### src/common/pwgo_defs.svh
`ifndef PWGO_DEFS_SVH
`define PWGO_DEFS_SVH

// ********
// register word offsets on the plain register port
// ********
`define REG_VIDEO_FORMAT   4'h0
`define REG_VIDEO_MODE     4'h1
`define REG_WIN_LEFT       4'h2
`define REG_WIN_TOP        4'h3
`define REG_WIN_WIDTH      4'h4
`define REG_WIN_HEIGHT     4'h5
`define REG_GAIN           4'h6
`define REG_BRIGHTNESS     4'h7
`define REG_OUT_CONFIG     4'h8
`define REG_STATUS         4'h9
`define REG_POSITION       4'hA

// ********
// field positions
// ********
`define CFG_COLOUR_BIT     0
`define CFG_DEPTH_LSB      1
`define STAT_WIN_BIT       0
`define STAT_GAIN_ERR_BIT  1
`define POS_ROW_LSB        16

// ********
// widths
// ********
`define PIX_W              16
`define COORD_W            10
`define GAIN_W             10
`define FACTOR_W           12

// ********
// reset values
// ********
`define RST_VIDEO_FORMAT   4'h0
`define RST_VIDEO_MODE     3'h0
`define RST_WIN_LEFT       10'h000
`define RST_WIN_TOP        10'h000
`define RST_WIN_WIDTH      10'h293
`define RST_WIN_HEIGHT     10'h1EE
`define RST_GAIN           10'h0C0
`define RST_BRIGHTNESS     8'h08

// ********
// windowing selection and gain limits
// ********
`define WIN_FORMAT         4'h7
`define WIN_MODE           3'h0
`define GAIN_MIN           10'h0C0
`define GAIN_MAX_MONO      10'h300
`define GAIN_MAX_COLOUR    10'h280

// ********
// gain curve break points (dn) and factors (x256)
// ********
`define GAIN_DN_X1         10'h0C0
`define GAIN_DN_X2         10'h176
`define GAIN_DN_X4         10'h1F3
`define GAIN_DN_X7         10'h280
`define GAIN_F_X1          12'h100
`define GAIN_F_X2          12'h200
`define GAIN_F_X4          12'h400
`define GAIN_F_X7          12'h780
`define GAIN_SLOPE_1       12'h168
`define GAIN_SLOPE_2       12'h419
`define GAIN_SLOPE_3       12'h65B
`define GAIN_SLOPE_4       12'hA34

// ********
// full scale per output depth
// ********
`define FULL_8             16'h00FF
`define FULL_12            16'h0FFF
`define FULL_16            16'hFFFF

`endif

### src/common/pixel_window_pkg.sv
package pixel_window_pkg;
`include "pwgo_defs.svh"

    // output sample depth
    typedef enum logic [1:0] {
        DEPTH_8  = 2'h0,
        DEPTH_12 = 2'h1,
        DEPTH_16 = 2'h3
    } depth_t;

    // two-entry buffer state
    typedef struct packed {
        logic              head_valid;
        logic [`PIX_W-1:0] head_data;
        logic              tail_valid;
        logic [`PIX_W-1:0] tail_data;
    } buf_state_t;

    // settings, position tracking and read data of the core
    typedef struct packed {
        logic [3:0]           video_format;
        logic [2:0]           video_mode;
        logic [`COORD_W-1:0]  win_left;
        logic [`COORD_W-1:0]  win_top;
        logic [`COORD_W-1:0]  win_width;
        logic [`COORD_W-1:0]  win_height;
        logic [`GAIN_W-1:0]   gain;
        logic [7:0]           brightness;
        logic                 colour;
        depth_t               depth;
        logic                 gain_err;
        logic [`COORD_W-1:0]  col;
        logic [`COORD_W-1:0]  row;
        logic [`FACTOR_W-1:0] factor;
        logic                 win_active;
        logic [31:0]          rdata;
    } core_state_t;

endpackage

### src/common/pix_stream_if.sv
`timescale 1ns/1ps
`include "pwgo_defs.svh"

// valid/ready word stream between the core and its buffer
interface pix_stream_if;
    logic              valid;
    logic              ready;
    logic [`PIX_W-1:0] data;

    modport src (output valid, output data, input ready);
    modport snk (input valid, input data, output ready);
endinterface

### src/design/pixel_window_gain_offset.sv
// Summary of operation
// - window origin is column 0, row 0
// - window set by left, width, top, height
// - forward inside pixels, drop all others
// - window only with format 7, mode 0
// - gain accepted 192..768 mono, 192..640 colour
// - gain 192 is unity and default
// - unity gain keeps black and full scale
// - gain 374 doubles, 499 quadruples
// - brightness accepts 0..255
// - normal depths: offset is brightness over 16
// - sixteen-bit: offset equals brightness
`timescale 1ns/1ps
`include "pwgo_defs.svh"

module pixel_window_gain_offset
    import pixel_window_pkg::*;
(
    input  wire logic              clk,
    input  wire logic              srst,
    input  wire logic [3:0]        reg_addr,
    input  wire logic [31:0]       reg_wdata,
    input  wire logic              reg_wr,
    input  wire logic              reg_rd,
    output logic      [31:0]       reg_rdata,
    input  wire logic              pix_valid,
    input  wire logic [`PIX_W-1:0] pix_data,
    input  wire logic              pix_sof,
    input  wire logic              pix_eol,
    output logic                   pix_ready,
    output logic                   out_valid,
    output logic      [`PIX_W-1:0] out_data,
    input  wire logic              out_ready,
    output logic                   window_active
);

    // ********
    // declarations
    // ********

    core_state_t          q;
    core_state_t          d;
    logic                 take;
    logic [`COORD_W-1:0]  cur_col;
    logic [`COORD_W-1:0]  cur_row;
    logic [`COORD_W:0]    col_end;
    logic [`COORD_W:0]    row_end;
    logic                 in_win;
    logic [`PIX_W-1:0]    full_scale;
    logic [`PIX_W-1:0]    pix_in;
    logic [27:0]          product;
    logic [19:0]          scaled;
    logic [7:0]           offset;
    logic [20:0]          summed;
    logic [`PIX_W-1:0]    result;
    logic [`GAIN_W-1:0]   gain_max;
    logic [`GAIN_W-1:0]   wr_gain;

    pix_stream_if to_buf ();
    pix_stream_if from_buf ();

    // ****************************************************************
    // gain curve
    // ****************************************************************

    // piecewise line through the x1/x2/x4/x7.5 points, factor x256;
    // avoids a divider on the pixel clock at the cost of a small error
    function automatic logic [`FACTOR_W-1:0] gain_factor(input logic [`GAIN_W-1:0] dn);
        logic [`GAIN_W-1:0]   diff;
        logic [`FACTOR_W-1:0] base;
        logic [`FACTOR_W-1:0] slope;
        logic [19:0]          step;
        diff  = '0;
        base  = `GAIN_F_X1;
        slope = `GAIN_SLOPE_1;
        if (dn < `GAIN_DN_X2) begin
            diff  = dn - `GAIN_DN_X1;
            base  = `GAIN_F_X1;
            slope = `GAIN_SLOPE_1;
        end else if (dn < `GAIN_DN_X4) begin
            diff  = dn - `GAIN_DN_X2;
            base  = `GAIN_F_X2;
            slope = `GAIN_SLOPE_2;
        end else if (dn < `GAIN_DN_X7) begin
            diff  = dn - `GAIN_DN_X4;
            base  = `GAIN_F_X4;
            slope = `GAIN_SLOPE_3;
        end else begin
            diff  = dn - `GAIN_DN_X7;
            base  = `GAIN_F_X7;
            slope = `GAIN_SLOPE_4;
        end
        step = 20'(diff[7:0] * slope);
        return `FACTOR_W'(base + step[19:8]);
    endfunction

    // ********
    // position tracking and window test
    // ********

    // a pixel is consumed whenever the buffer can take one, inside or not
    assign take = pix_valid && to_buf.ready;

    // frame start forces the pixel to the top-left corner
    always_comb begin
        cur_col = pix_sof ? '0 : q.col;
        cur_row = pix_sof ? '0 : q.row;
    end

    // one extra bit keeps left plus width from wrapping
    always_comb begin
        col_end = {1'b0, q.win_left} + {1'b0, q.win_width};
        row_end = {1'b0, q.win_top} + {1'b0, q.win_height};
        in_win  = !q.win_active
            || ({1'b0, cur_col} >= {1'b0, q.win_left} && {1'b0, cur_col} < col_end
             && {1'b0, cur_row} >= {1'b0, q.win_top} && {1'b0, cur_row} < row_end);
    end

    // ****************************************************************
    // gain and offset on the pixel value
    // ****************************************************************

    // full scale and input masking follow the output depth
    always_comb begin
        case (q.depth)
            DEPTH_8: begin
                full_scale = `FULL_8;
            end
            DEPTH_12: begin
                full_scale = `FULL_12;
            end
            default: begin
                full_scale = `FULL_16;
            end
        endcase
        pix_in = pix_data & full_scale;
    end

    // unity factor leaves black at 0 and white at full scale
    always_comb begin
        product = 28'(pix_in * q.factor);
        scaled  = product[27:8];
        if (q.depth == DEPTH_16) begin
            offset = q.brightness;
        end else begin
            offset = {4'h0, q.brightness[7:4]};
        end
        summed = {1'b0, scaled} + {13'h0000, offset};
        // clip instead of wrapping so bright pixels never turn dark
        if (summed > {5'h00, full_scale}) begin
            result = full_scale;
        end else begin
            result = summed[`PIX_W-1:0];
        end
    end

    // only window pixels enter the buffer
    assign to_buf.valid = pix_valid && in_win;
    assign to_buf.data  = result;

    // ****************************************************************
    // settings writes, read back and tracking state
    // ****************************************************************

    // widest legal gain depends on the sensor variant
    always_comb begin
        gain_max = q.colour ? `GAIN_MAX_COLOUR : `GAIN_MAX_MONO;
        wr_gain  = reg_wdata[`GAIN_W-1:0];
    end

    always_comb begin
        d = q;
        // position counters advance per consumed pixel
        if (take) begin
            if (pix_eol) begin
                d.col = '0;
                d.row = cur_row + 1'b1;
            end else begin
                d.col = cur_col + 1'b1;
                d.row = cur_row;
            end
        end
        // software writes
        if (reg_wr) begin
            case (reg_addr)
                `REG_VIDEO_FORMAT: begin
                    d.video_format = reg_wdata[3:0];
                end
                `REG_VIDEO_MODE: begin
                    d.video_mode = reg_wdata[2:0];
                end
                `REG_WIN_LEFT: begin
                    d.win_left = reg_wdata[`COORD_W-1:0];
                end
                `REG_WIN_TOP: begin
                    d.win_top = reg_wdata[`COORD_W-1:0];
                end
                `REG_WIN_WIDTH: begin
                    d.win_width = reg_wdata[`COORD_W-1:0];
                end
                `REG_WIN_HEIGHT: begin
                    d.win_height = reg_wdata[`COORD_W-1:0];
                end
                `REG_GAIN: begin
                    // out-of-range or upper-bit values keep the old gain
                    if (reg_wdata[31:`GAIN_W] == '0 && wr_gain >= `GAIN_MIN
                        && wr_gain <= gain_max) begin
                        d.gain = wr_gain;
                    end else begin
                        d.gain_err = 1'b1;
                    end
                end
                `REG_BRIGHTNESS: begin
                    d.brightness = reg_wdata[7:0];
                end
                `REG_OUT_CONFIG: begin
                    d.colour = reg_wdata[`CFG_COLOUR_BIT];
                    d.depth  = depth_t'(reg_wdata[`CFG_DEPTH_LSB +: 2]);
                end
                `REG_STATUS: begin
                    if (reg_wdata[`STAT_GAIN_ERR_BIT]) begin
                        d.gain_err = 1'b0;
                    end
                end
                default: begin
                end
            endcase
        end
        // registered so the long compare stays off the pixel path
        d.win_active = (q.video_format == `WIN_FORMAT)
                    && (q.video_mode == `WIN_MODE);
        d.factor     = gain_factor(q.gain);
        // read data stands for the one cycle after the strobe
        d.rdata = '0;
        if (reg_rd) begin
            case (reg_addr)
                `REG_VIDEO_FORMAT: begin
                    d.rdata = {28'h0000000, q.video_format};
                end
                `REG_VIDEO_MODE: begin
                    d.rdata = {29'h00000000, q.video_mode};
                end
                `REG_WIN_LEFT: begin
                    d.rdata = {22'h000000, q.win_left};
                end
                `REG_WIN_TOP: begin
                    d.rdata = {22'h000000, q.win_top};
                end
                `REG_WIN_WIDTH: begin
                    d.rdata = {22'h000000, q.win_width};
                end
                `REG_WIN_HEIGHT: begin
                    d.rdata = {22'h000000, q.win_height};
                end
                `REG_GAIN: begin
                    d.rdata = {22'h000000, q.gain};
                end
                `REG_BRIGHTNESS: begin
                    d.rdata = {24'h000000, q.brightness};
                end
                `REG_OUT_CONFIG: begin
                    d.rdata = {29'h00000000, q.depth, q.colour};
                end
                `REG_STATUS: begin
                    d.rdata = {30'h00000000, q.gain_err, q.win_active};
                end
                `REG_POSITION: begin
                    d.rdata = {6'h00, q.row, 6'h00, q.col};
                end
                default: begin
                    d.rdata = '0;
                end
            endcase
        end
    end

    // ********
    // state register
    // ********

    always_ff @(posedge clk) begin
        if (srst) begin
            q              <= '0;
            q.video_format <= `RST_VIDEO_FORMAT;
            q.video_mode   <= `RST_VIDEO_MODE;
            q.win_left     <= `RST_WIN_LEFT;
            q.win_top      <= `RST_WIN_TOP;
            q.win_width    <= `RST_WIN_WIDTH;
            q.win_height   <= `RST_WIN_HEIGHT;
            q.gain         <= `RST_GAIN;
            q.brightness   <= `RST_BRIGHTNESS;
            q.depth        <= DEPTH_8;
            q.factor       <= `GAIN_F_X1;
        end else begin
            q <= d;
        end
    end

    // ********
    // output buffer and port hookup
    // ********

    pix_skid_buffer u_buf (
        .clk   (clk),
        .srst  (srst),
        .fill  (to_buf),
        .drain (from_buf)
    );

    assign from_buf.ready = out_ready;
    assign pix_ready      = to_buf.ready;
    assign out_valid      = from_buf.valid;
    assign out_data       = from_buf.data;
    assign reg_rdata      = q.rdata;
    assign window_active  = q.win_active;

endmodule

### src/design/pix_skid_buffer.sv
`timescale 1ns/1ps
`include "pwgo_defs.svh"

// two-entry buffer; ready and valid come straight from flops
module pix_skid_buffer
    import pixel_window_pkg::*;
(
    input  wire logic clk,
    input  wire logic srst,
    pix_stream_if.snk fill,
    pix_stream_if.src drain
);

    buf_state_t q;
    buf_state_t d;
    logic       push;
    logic       pop;

    // ********
    // next state
    // ********

    // tail entry absorbs a word while the drain side stalls
    always_comb begin
        d    = q;
        pop  = q.head_valid && drain.ready;
        push = fill.valid && !q.tail_valid;
        if (pop) begin
            d.head_valid = q.tail_valid;
            d.head_data  = q.tail_data;
            d.tail_valid = 1'b0;
        end
        if (push) begin
            if (!d.head_valid) begin
                d.head_valid = 1'b1;
                d.head_data  = fill.data;
            end else begin
                d.tail_valid = 1'b1;
                d.tail_data  = fill.data;
            end
        end
    end

    // ********
    // registers
    // ********

    always_ff @(posedge clk) begin
        if (srst) begin
            q <= '0;
        end else begin
            q <= d;
        end
    end

    // full only when the tail is taken: honest back-pressure
    assign fill.ready  = !q.tail_valid;
    assign drain.valid = q.head_valid;
    assign drain.data  = q.head_data;

endmodule

### config.mk
export PLATFORM = sky130hd
export DESIGN_NAME = pixel_window_gain_offset
export DESIGN_NICKNAME = d
export VERILOG_FILES = /design/src/common/pixel_window_pkg.sv /design/src/common/pix_stream_if.sv /design/src/design/pixel_window_gain_offset.sv /design/src/design/pix_skid_buffer.sv
export VERILOG_INCLUDE_DIRS = /design/src /design/src/common
export SDC_FILE = /design/constraint.sdc
export NUM_CORES = 1
export LEC_CHECK = 0
export BUFFER_PORTS_ARGS = -buffer_cell sky130_fd_sc_hd__buf_2
export CORE_MARGIN = 8
export CORE_UTILIZATION = 60
export DETAILED_ROUTE_END_ITERATION = 8
export PLACE_DENSITY = 0.79
export SYNTH_ARGS = -nofsm -noshare
export SYNTH_HDL_FRONTEND = slang
export SYNTH_SLANG_ARGS = --single-unit
### constraint.sdc
create_clock -name clk -period 22.1 [get_ports clk]
set_clock_uncertainty 0.05 [all_clocks]
set_input_delay 0 -clock clk [delete_from_list [all_inputs] [get_ports clk]]
set_output_delay 0 -clock clk [all_outputs]
set_load 0.01 [all_outputs]
---- After elaboration in Yosys (flattened, before gate mapping) ----
Index checks and enable logic that the tools add are counted.
storage, ports and cells
  flip-flop bits (word level) ............. 168
  input port bits ......................... 60
  output and inout bits ................... 51
cells by class
  $add $sub $neg .......................... 10
  multiply operators ...................... 2
  $lt $le $gt $ge ......................... 10
  equal/unequal tests ..................... 15
  mux-type cells .......................... 24
  bitwise logic cells ..................... 2
  reductions and logical operators ........ 30
operators by type and width
  kind                                                         number
  one-hot mux 26 bit (11 select lines)                         1
  two-way mux 12 bit                                           3
  two-way mux 34 bit                                           1
  two-way mux 16 bit                                           2
  two-way mux 8 bit                                            4
  one-hot mux 16 bit (2 select lines)                          1
  two-way mux 10 bit                                           3
  multiplier 16 x 12 -> 28 bit                                 1
  subtractor 8 bit, second input constant                      3
  adder 10 x 10 -> 11 bit                                      2
  zero test 22 bit                                             1
  less-than comparator 10 x 11 -> 1 bit                        2
  two-way mux 11 bit                                           2
  adder 20 x 8 -> 21 bit                                       1
  greater-than comparator 21 x 16 -> 1 bit                     1
  adder 10 x 1 -> 10 bit, second input constant                2
  == test 4 x 3 -> 1 bit, second input constant                5
  greater-or-equal comparator 10 bit                           2
  less-than comparator 10 x 9 -> 1 bit, second input constant  2
  multiplier 8 x 12 -> 20 bit                                  1
  two-way mux 20 bit                                           1
  two-way mux 18 bit                                           1
  AND reduction 2 bit                                          9
  two-way mux 17 bit                                           1
  26 further kinds                                             41

---- Depth between registers and ports, before layout ----
Gate-level depths: netlist (run 1).
  depth after elaboration ................. 9
  gate-level depth with buffers ........... 40
  depth with buffers taken out ............ 38

---- Cells and area by module ----
Synthesis (run 1) repeated with hierarchy kept, for this count alone.
second synthesis, totals
  cell total of the unflattened synthesis .. 2272
  area total of the unflattened synthesis .. 18715.4 sq um
modules (own cells, without submodules)
  module                    instances  cells each  area each (sq um)  sequential area each (sq um)
  pixel_window_gain_offset  1          2080        17145.2            2442.3
  pix_skid_buffer           1          192         1570.3             680.7

---- Least setup slack after synthesis (run 1) ----
No wires, ideal clock.
  kind .................................... reg2reg
  start point ............................. reg q[66] in the netlist's numbering
  end point ............................... reg u_buf.q[13] in the netlist's numbering
  setup time .............................. 0.116 ns
  data arrival time ....................... 8.094 ns
  required time ........................... 21.934 ns
  path slack .............................. 13.839 ns
  stages on the path, launching flop included .. 38
  path buffers ............................ 2
  period minus slack after synthesis ...... 8.261 ns
  cells stage by stage .................... dfxtp_1 > nor2_1 > nor2b_1 > clkbuf_1 > nand2_1 > fa_1 > fa_1 > inv_1 > fa_1 > fa_1 > inv_1 > fa_1 > inv_1 > ha_1 > and4_1 > o2111ai_1 > o21ai_1 > nor2_1 > [2 not listed] > nor3_1 > and3_1 > nor4_1 > o211a_1 > nand2_1 > nor3_1 > xor2_1 > ha_1 > nand3b_1 > nor4_1 > nand4b_1 > nor4_1 > o211ai_1 > nor2_1 > o21a_1 > buf_2 > o32ai_1 > a41o_1
between the ends
  cells in the longest elaborated chain, start to end .. 7
  elaborated cells on any way between the ends .. 10
  classes of those cells .................. add/sub (1); mul (1); order compare (1); eq/ne (2); mux (3); bitwise (1); reduce/logical (1)
ends and longest elaborated chain
  item                                                       RTL line                         RTL
  start, declared                                            pixel_window_gain_offset.sv:41   core_state_t q;
  == test 2 x 1 -> 1 bit or zero test 2 bit (tied branches)  pixel_window_gain_offset.sv:125  case (q.depth)
  one-hot mux 16 bit (2 select lines)                        pixel_window_gain_offset.sv:125
  bitwise AND 16 bit                                         pixel_window_gain_offset.sv:136  pix_in = pix_data & full_scale;
  multiplier 16 x 12 -> 28 bit                               pixel_window_gain_offset.sv:141  product = 28'(pix_in * q.factor);
  adder 20 x 8 -> 21 bit                                     pixel_window_gain_offset.sv:148  summed = {1'b0, scaled} + {13'h0000, offset};
  greater-than comparator 21 x 16 -> 1 bit                   pixel_window_gain_offset.sv:150  if (summed > {5'h00, full_scale}) begin
  two-way mux 16 bit *                                       pixel_window_gain_offset.sv:150
  end signal, assigned                                       pix_skid_buffer.sv:50            q <= '0;
  end signal, assigned                                       pix_skid_buffer.sv:52            q <= d;
  end, declared                                              pix_skid_buffer.sv:14            buf_state_t q;
Mark *: on every way between the ends. The rest lies on a longest branch, timed or not.
A chain may end at the register's enable or synchronous reset.

---- Worst setup path in the final report (run 1) ----
  start point ............................. reg q[66] in the netlist's numbering
  end point ............................... reg u_buf.q, in the netlist u_buf.drain.data[15]
between the ends
  cells in the longest elaborated chain, start to end .. 9
  elaborated cells on any way between the ends .. 12
  classes of those cells .................. add/sub (1); mul (1); order compare (1); eq/ne (2); mux (5); bitwise (1); reduce/logical (1)
ends and longest elaborated chain
  item                                                       RTL line                         RTL
  == test 2 x 1 -> 1 bit or zero test 2 bit (tied branches)  pixel_window_gain_offset.sv:125
  one-hot mux 16 bit (2 select lines)                        pixel_window_gain_offset.sv:125
  bitwise AND 16 bit                                         pixel_window_gain_offset.sv:136
  multiplier 16 x 12 -> 28 bit                               pixel_window_gain_offset.sv:141
  adder 20 x 8 -> 21 bit                                     pixel_window_gain_offset.sv:148
  greater-than comparator 21 x 16 -> 1 bit                   pixel_window_gain_offset.sv:150
  two-way mux 16 bit *                                       pixel_window_gain_offset.sv:150
  two-way mux 16 bit *                                       pix_skid_buffer.sv:34            if (!d.head_valid) begin
  two-way mux 34 bit *                                       pix_skid_buffer.sv:33            if (push) begin
Marked as above.

==> results of run 1 <==
[routing by layer]
metal,global-route usage,vias up,wire (um)
met3,0.0479,133,3680
met1,0.346,7737,19800
met5,0,-,0
met2,0.449,664,23000
li1,-,7351,-
met4,0.0909,0,1550
[path summary, 6_finish.rpt]
kind	start	endpoint	slack, ns
max	q[66]	u_buf.drain.data[15]	11.88
max reg2reg	q[66]	u_buf.drain.data[15]	11.88
min reg2reg	q[128]	window_active	0.42
min	reg_wdata[26]	q[65]	0.06
[where the power goes]
group	leakage, nW	internal, mW	switching [mW]
logic	8.13	0.0262	0.0495
registers	1.26	0.286	0.00402
clock network	0.296	0.182	0.126
total	9.69	0.494	0.179
[placed cells by master (no fill, tap or decap), types with 39 or more instances in the layout]
cell type	n
nand3_1	57
and3_1	53
fa_1	194
ha_1	194
o21ai_0	44
inv_1	286
dfxtp_1	156
mux2i_1	39
nor2b_1	40
nor2_1	162
and2_1	86
buf_2	97
nand2_1	271
a21oi_1	99
[kinds of logic (layout without fill, tap and decap cells)]
group / count (synthesis) / after routing / synth area share
AOI/OAI and AO/OA: 356 / 356 / 0.131
xor gates and xnor gates: 69 / 69 / 0.0331
adders and majority gates: 388 / 388 / 0.341
buffers and inverters: 437 / 441 / 0.0986
DFF: 156 / 156 / 0.169
muxes: 47 / 47 / 0.0266
other: 1 / 12 / 0.000203
and+or+nand+nor: 771 / 771 / 0.201
[registers in the layout, indices dropped and copies added, names as in the netlist]
name               count
window_active          1
u_buf.q               17
u_buf.drain.data      16
q                    101
u_buf.drain.valid      1
reg_rdata             20
[worst max-delay path, delay by kind of cell, from the launching register on]
kind	cells	cell delay (ns)
flip-flops	1	0.45
adder cells (fa/ha/maj)	8	3.60
AO/OA/AOI/OAI	6	1.77
XOR/XNOR	2	0.31
buffers and inverters	4	0.33
AND/OR/NAND/NOR	16	3.52
[area by class of cell]
cell class                      instances  area [um2]
Timing Repair Buffer                  124         723
Sequential cell                       156        3120
Tap cell                              396         495
Multi-Input combinational cell       1643       13600
Clock inverter                         12         163
Clock buffer                           19         443
Fill cell                            2567       10900
Inverter                              286        1070
[stage by stage]
stage	area, um2	worst slack, ns
global route	19600	11.27
CTS	19600	12.03
global placement	18900	12.55
detailed placement	18900	12.07
finish	19600	11.88
floorplan	18500	13.84
==> results.txt, run 1 <==
status = complete, no violations
DRC Markers = 0
crit path capture type = flop
Avg Cell Area, Syn = 8.32 um2
Starting Density = 0.607
Yosys warnings = 0
largest net degree at the start of global routing = 81
Lkg Pwr = 9.69 nW
hold buffers post-CTS = 14
hold depth = 7
EDFF count, synth = 0
pins over their slew limit = 0
first-pass GRT wire length = 80300 um
drt total wl = 48100 um
CTS tree = built
Mapped Area = 18500 um2
DRT Pass-1 Iters = 6
Core Region = 30500 um2
nets@finish = 2676
synth top area cells = fa_1 (21%), dfxtp_1 (17%), ha_1 (13%), inv_1 (5.8%), nand2_1 (5.5%)
drt initial violations = 1406
register area share after synthesis = 0.169
GPL Wtd Cong = 0.947
fin util = 0.643
final setup fails = 0
MaxCap Viol Count = 0
post_cts resized = 0
fraction of registers with async set/reset = 0
final worst path period share = 0.462
gr usage total = 0.268
wire per inst = 18.2 um
Critical Path Start Type = flop
most frequent CP cell = fa_1
vias in the first global route = 16125
Overall Power = 673 uW
Syn Inst Count = 2225
Setup TNS = 0 ns
min Tclk post-route = 10.22 ns
clock buffer depth = 2
RSZ-0062 raised after global routing = no
area delta synth->final = 6.05%
total grt overflow = 0
DP HPWL = 37300 um
VDD IR-drop max = 54.7 uV
# rows = 64
port bufs = 98
H-Tree Depth = 4
Max FO, Critical Path = 34
Clock Pin Slew Worst Setup and Hold Paths = 0.07 ns
hold slack = 0.0588 ns
Slew @ Worst Pin = 1.16 ns
CP max-delay cell = o21a_1
vias = 15885
Slowest Stage Delay on Critical Path = 0.93 ns
R2R depth = 36
CP arrival = 10.44 ns
Fin. Hold Viols = 0
PwrDens = 34.3 nW/um2
Routed Antenna Nets = 0
CP required = 22.32 ns
initial antenna violation count = 0
via-per-instance ratio = 6.03
Placed Cells = 2591
layout cells sized above 1 = 0.0781
Rel. slew slack = 0.226
ant diodes = 0
Die H = 192 um
dominant synthesized flop cell = dfxtp_1
die area = 36700 um2
Seq cells post-synth = 156
Worst-Skew Late Latency = 0.44 ns
fmax = 97.9 MHz
critical path class = reg2reg
Die W = 192 um
CTS buffer count = 17
count leader, synth = inv_1
most instantiated cells after synthesis = inv_1 (286), nand2_1 (271), fa_1 (194), ha_1 (194), nor2_1 (162)
final cell count without fillers = 2636
Yosys cell types = 84
post-CTS setup buffer count = 0
top-level I/O count = 111
Yosys top cell by area = fa_1
Synth top area share = 0.210
CTS sink cnt = 156
root buf cell = clkbuf_16
Hold Path Class = in2reg
No activity file was read; power rests on OpenSTA's default activity.
==> inputs of run 2 (changes only) <==
Settings changed: ABC_AREA from default to 1.
Clock period 22.1 ns to 10.7 ns, I/O delays scaled along.
==> run 2 against run 1 <==
Against the previous run:
- non-clock buffer count decreased by 3
- final area is 5.0% higher
- clock power increased by 100%
- count of clock-buffer cells in the layout increased by 1
- critical path depth up 12
- sequential cell count unchanged
- worst hold slack gained 0.085 ns
- routed wire length increased by 9.6%
==> results.txt, run 2 <==
status = complete, no violations
drt initial violations = 1885
nets@finish = 3228
RSZ-0062 raised after global routing = no
VDD IR-drop max = 110 uV
Max FO, Critical Path = 10
Lkg Pwr = 11.0 nW
Setup TNS = 0 ns
Syn Inst Count = 2742
EDFF count, synth = 0
most frequent cells in the layout = inv_1 (599), nand2_1 (557), nor2_1 (240), a21oi_1 (211)
H-Tree Depth = 4
via-per-instance ratio = 5.53
hold slack = 0.143 ns
CTS sink cnt = 156
Fin. Hold Viols = 0
Worst-Skew Late Latency = 0.45 ns
count leader, synth = inv_1
ant diodes = 0
Die H = 196 um
wire per inst = 16.5 um
Yosys warnings = 0
Hold Path Class = in2reg
Die W = 196 um
root buf cell = clkbuf_16
Routed Antenna Nets = 0
Slowest Stage Delay on Critical Path = 0.62 ns
gr usage total = 0.282
CP arrival = 9.48 ns
Critical Path Start Type = flop
port bufs = 98
# rows = 65
Synth top area share = 0.201
layout cells sized above 1 = 0.0706
hold buffers post-CTS = 17
Avg Cell Area, Syn = 7.06 um2
Overall Power = 1.43 mW
clock buffer depth = 2
pins over their slew limit = 0
CP required = 11.00 ns
critical path buffer and inverter count = 8
CTS tree = built
final worst path period share = 0.858
crit path capture type = flop
fraction of registers with async set/reset = 0
Yosys top cell by area = fa_1
post_cts resized = 0
most instantiated cells after synthesis = inv_1 (600), nand2_1 (557), nor2_1 (240)
area delta synth->final = 6.44%
MaxCap Viol Count = 0
Clock Pin Slew Worst Setup and Hold Paths = 0.06 ns
most frequent CP cell = nand2_1
Yosys cell types = 52
post-CTS setup buffer count = 0
total grt overflow = 0
most common cell after layout, fill and taps aside = inv_1
Crit path max-delay family = simple AND/OR/NAND/NOR gates
dominant synthesized flop cell = dfxtp_1
DRC Markers = 0
CP max-delay cell = dfxtp_1
Rel. slew slack = 0.288
CTS buffer count = 17
Starting Density = 0.612
largest net degree at the start of global routing = 85
initial antenna violation count = 0
Core Region = 31600 um2
first-pass GRT wire length = 88200 um
GPL Wtd Cong = 0.983
DP HPWL = 42300 um
synth top area cells = fa_1 (20%), dfxtp_1 (16%), ha_1 (13%), inv_1 (12%), nand2_1 (11%)
PwrDens = 69.5 nW/um2
top-level I/O count = 111
Seq cells post-synth = 156
Reg with most FFs = q
Slew @ Worst Pin = 1.07 ns
die area = 38300 um2
vias = 17669
vias in the first global route = 17884
DRT Pass-1 Iters = 7
min Tclk post-route = 9.18 ns
drt total wl = 52700 um
final setup fails = 0
register area share after synthesis = 0.161
fmax = 109 MHz
max reg flops = 101
critical path class = reg2reg
Mapped Area = 19400 um2
-- run 2: cell count changes after synthesis, moves of 26 or more --
cell      previous run  this run
nor2b_1             40         0
o21ai_0             44        99
inv_1              286       600
a21oi_1             99       211
and3_1              53         4
nor2_1             162       240
clkbuf_1            92        61
nand3_1             57        86
mux2i_1             39         1
nand2_1            271       557
and2_1              86         2
a22oi_1             27         1
-- run 2: report_power, final --
part / internal (mW) / switching [mW] / leakage (nW) / total [mW]
Sequential: 0.596 / 0.00899 / 1.27 / 0.605
Clock: 0.364 / 0.264 / 0.295 / 0.628
Combinational: 0.0668 / 0.133 / 9.42 / 0.200
-- run 2: per-layer routing --
metal | track usage | vias up | routed length, um | share of wire
li1 | - | 8549 | - | -
met1 | 0.362 | 8314 | 22500 | 0.43
met2 | 0.475 | 679 | 25100 | 0.48
met3 | 0.0420 | 127 | 3440 | 0.065
met4 | 0.104 | 0 | 1660 | 0.031
met5 | 0 | - | 0 | 0
-- run 2: through the flow --
stage | instances | util | setup WS [ns] | area [um2]
after CTS | 3194 | 0.651 | 1.52 | 20600
after detailed placement | 3146 | 0.627 | 1.55 | 19800
after floorplan | 2753 | - | 2.67 | 19400
final | 3194 | 0.651 | 1.52 | 20600
after global routing | 3194 | 0.651 | 0.583 | 20600
after global placement | 3146 | 0.627 | 1.86 | 19800
-- run 2: tightest hold or removal path, cell delays in order --
cell	delay [ns]
buf_2	0.10
buf_4	0.29
nor2_1	0.19
-- run 2: logic make-up after synthesis --
| family | count (synthesis) | synth area share |
|---|---|---|
| buf+inv | 724 | 0.150 |
| compound gates | 410 | 0.118 |
| flops | 156 | 0.161 |
| fa+ha+maj | 388 | 0.326 |
| mux | 1 | 0.000517 |
| simple gates | 1014 | 0.222 |
| other cells | 1 | 0.000194 |
| xor+xnor | 48 | 0.0217 |
-- run 2: final timing paths --
path	start	end	slack (ns)	cells past startpoint
max reg2reg	q[67]	u_buf.q[2]	1.52	48
min reg2reg	q[48]	q[48]	0.42	1
max	q[67]	u_buf.q[2]	1.52	48
min	srst	q[40]	0.14	3
-- run 2: layout make-up --
cell class / count / area [um2]
Clock buffer: 20 / 467
Clock inverter: 11 / 136
Fill cell: 2777 / 11000
Inverter: 611 / 2290
Multi-Input combinational cell: 1873 / 13400
Sequential cell: 156 / 3120
Tap cell: 402 / 503
Timing Repair Buffer: 121 / 706
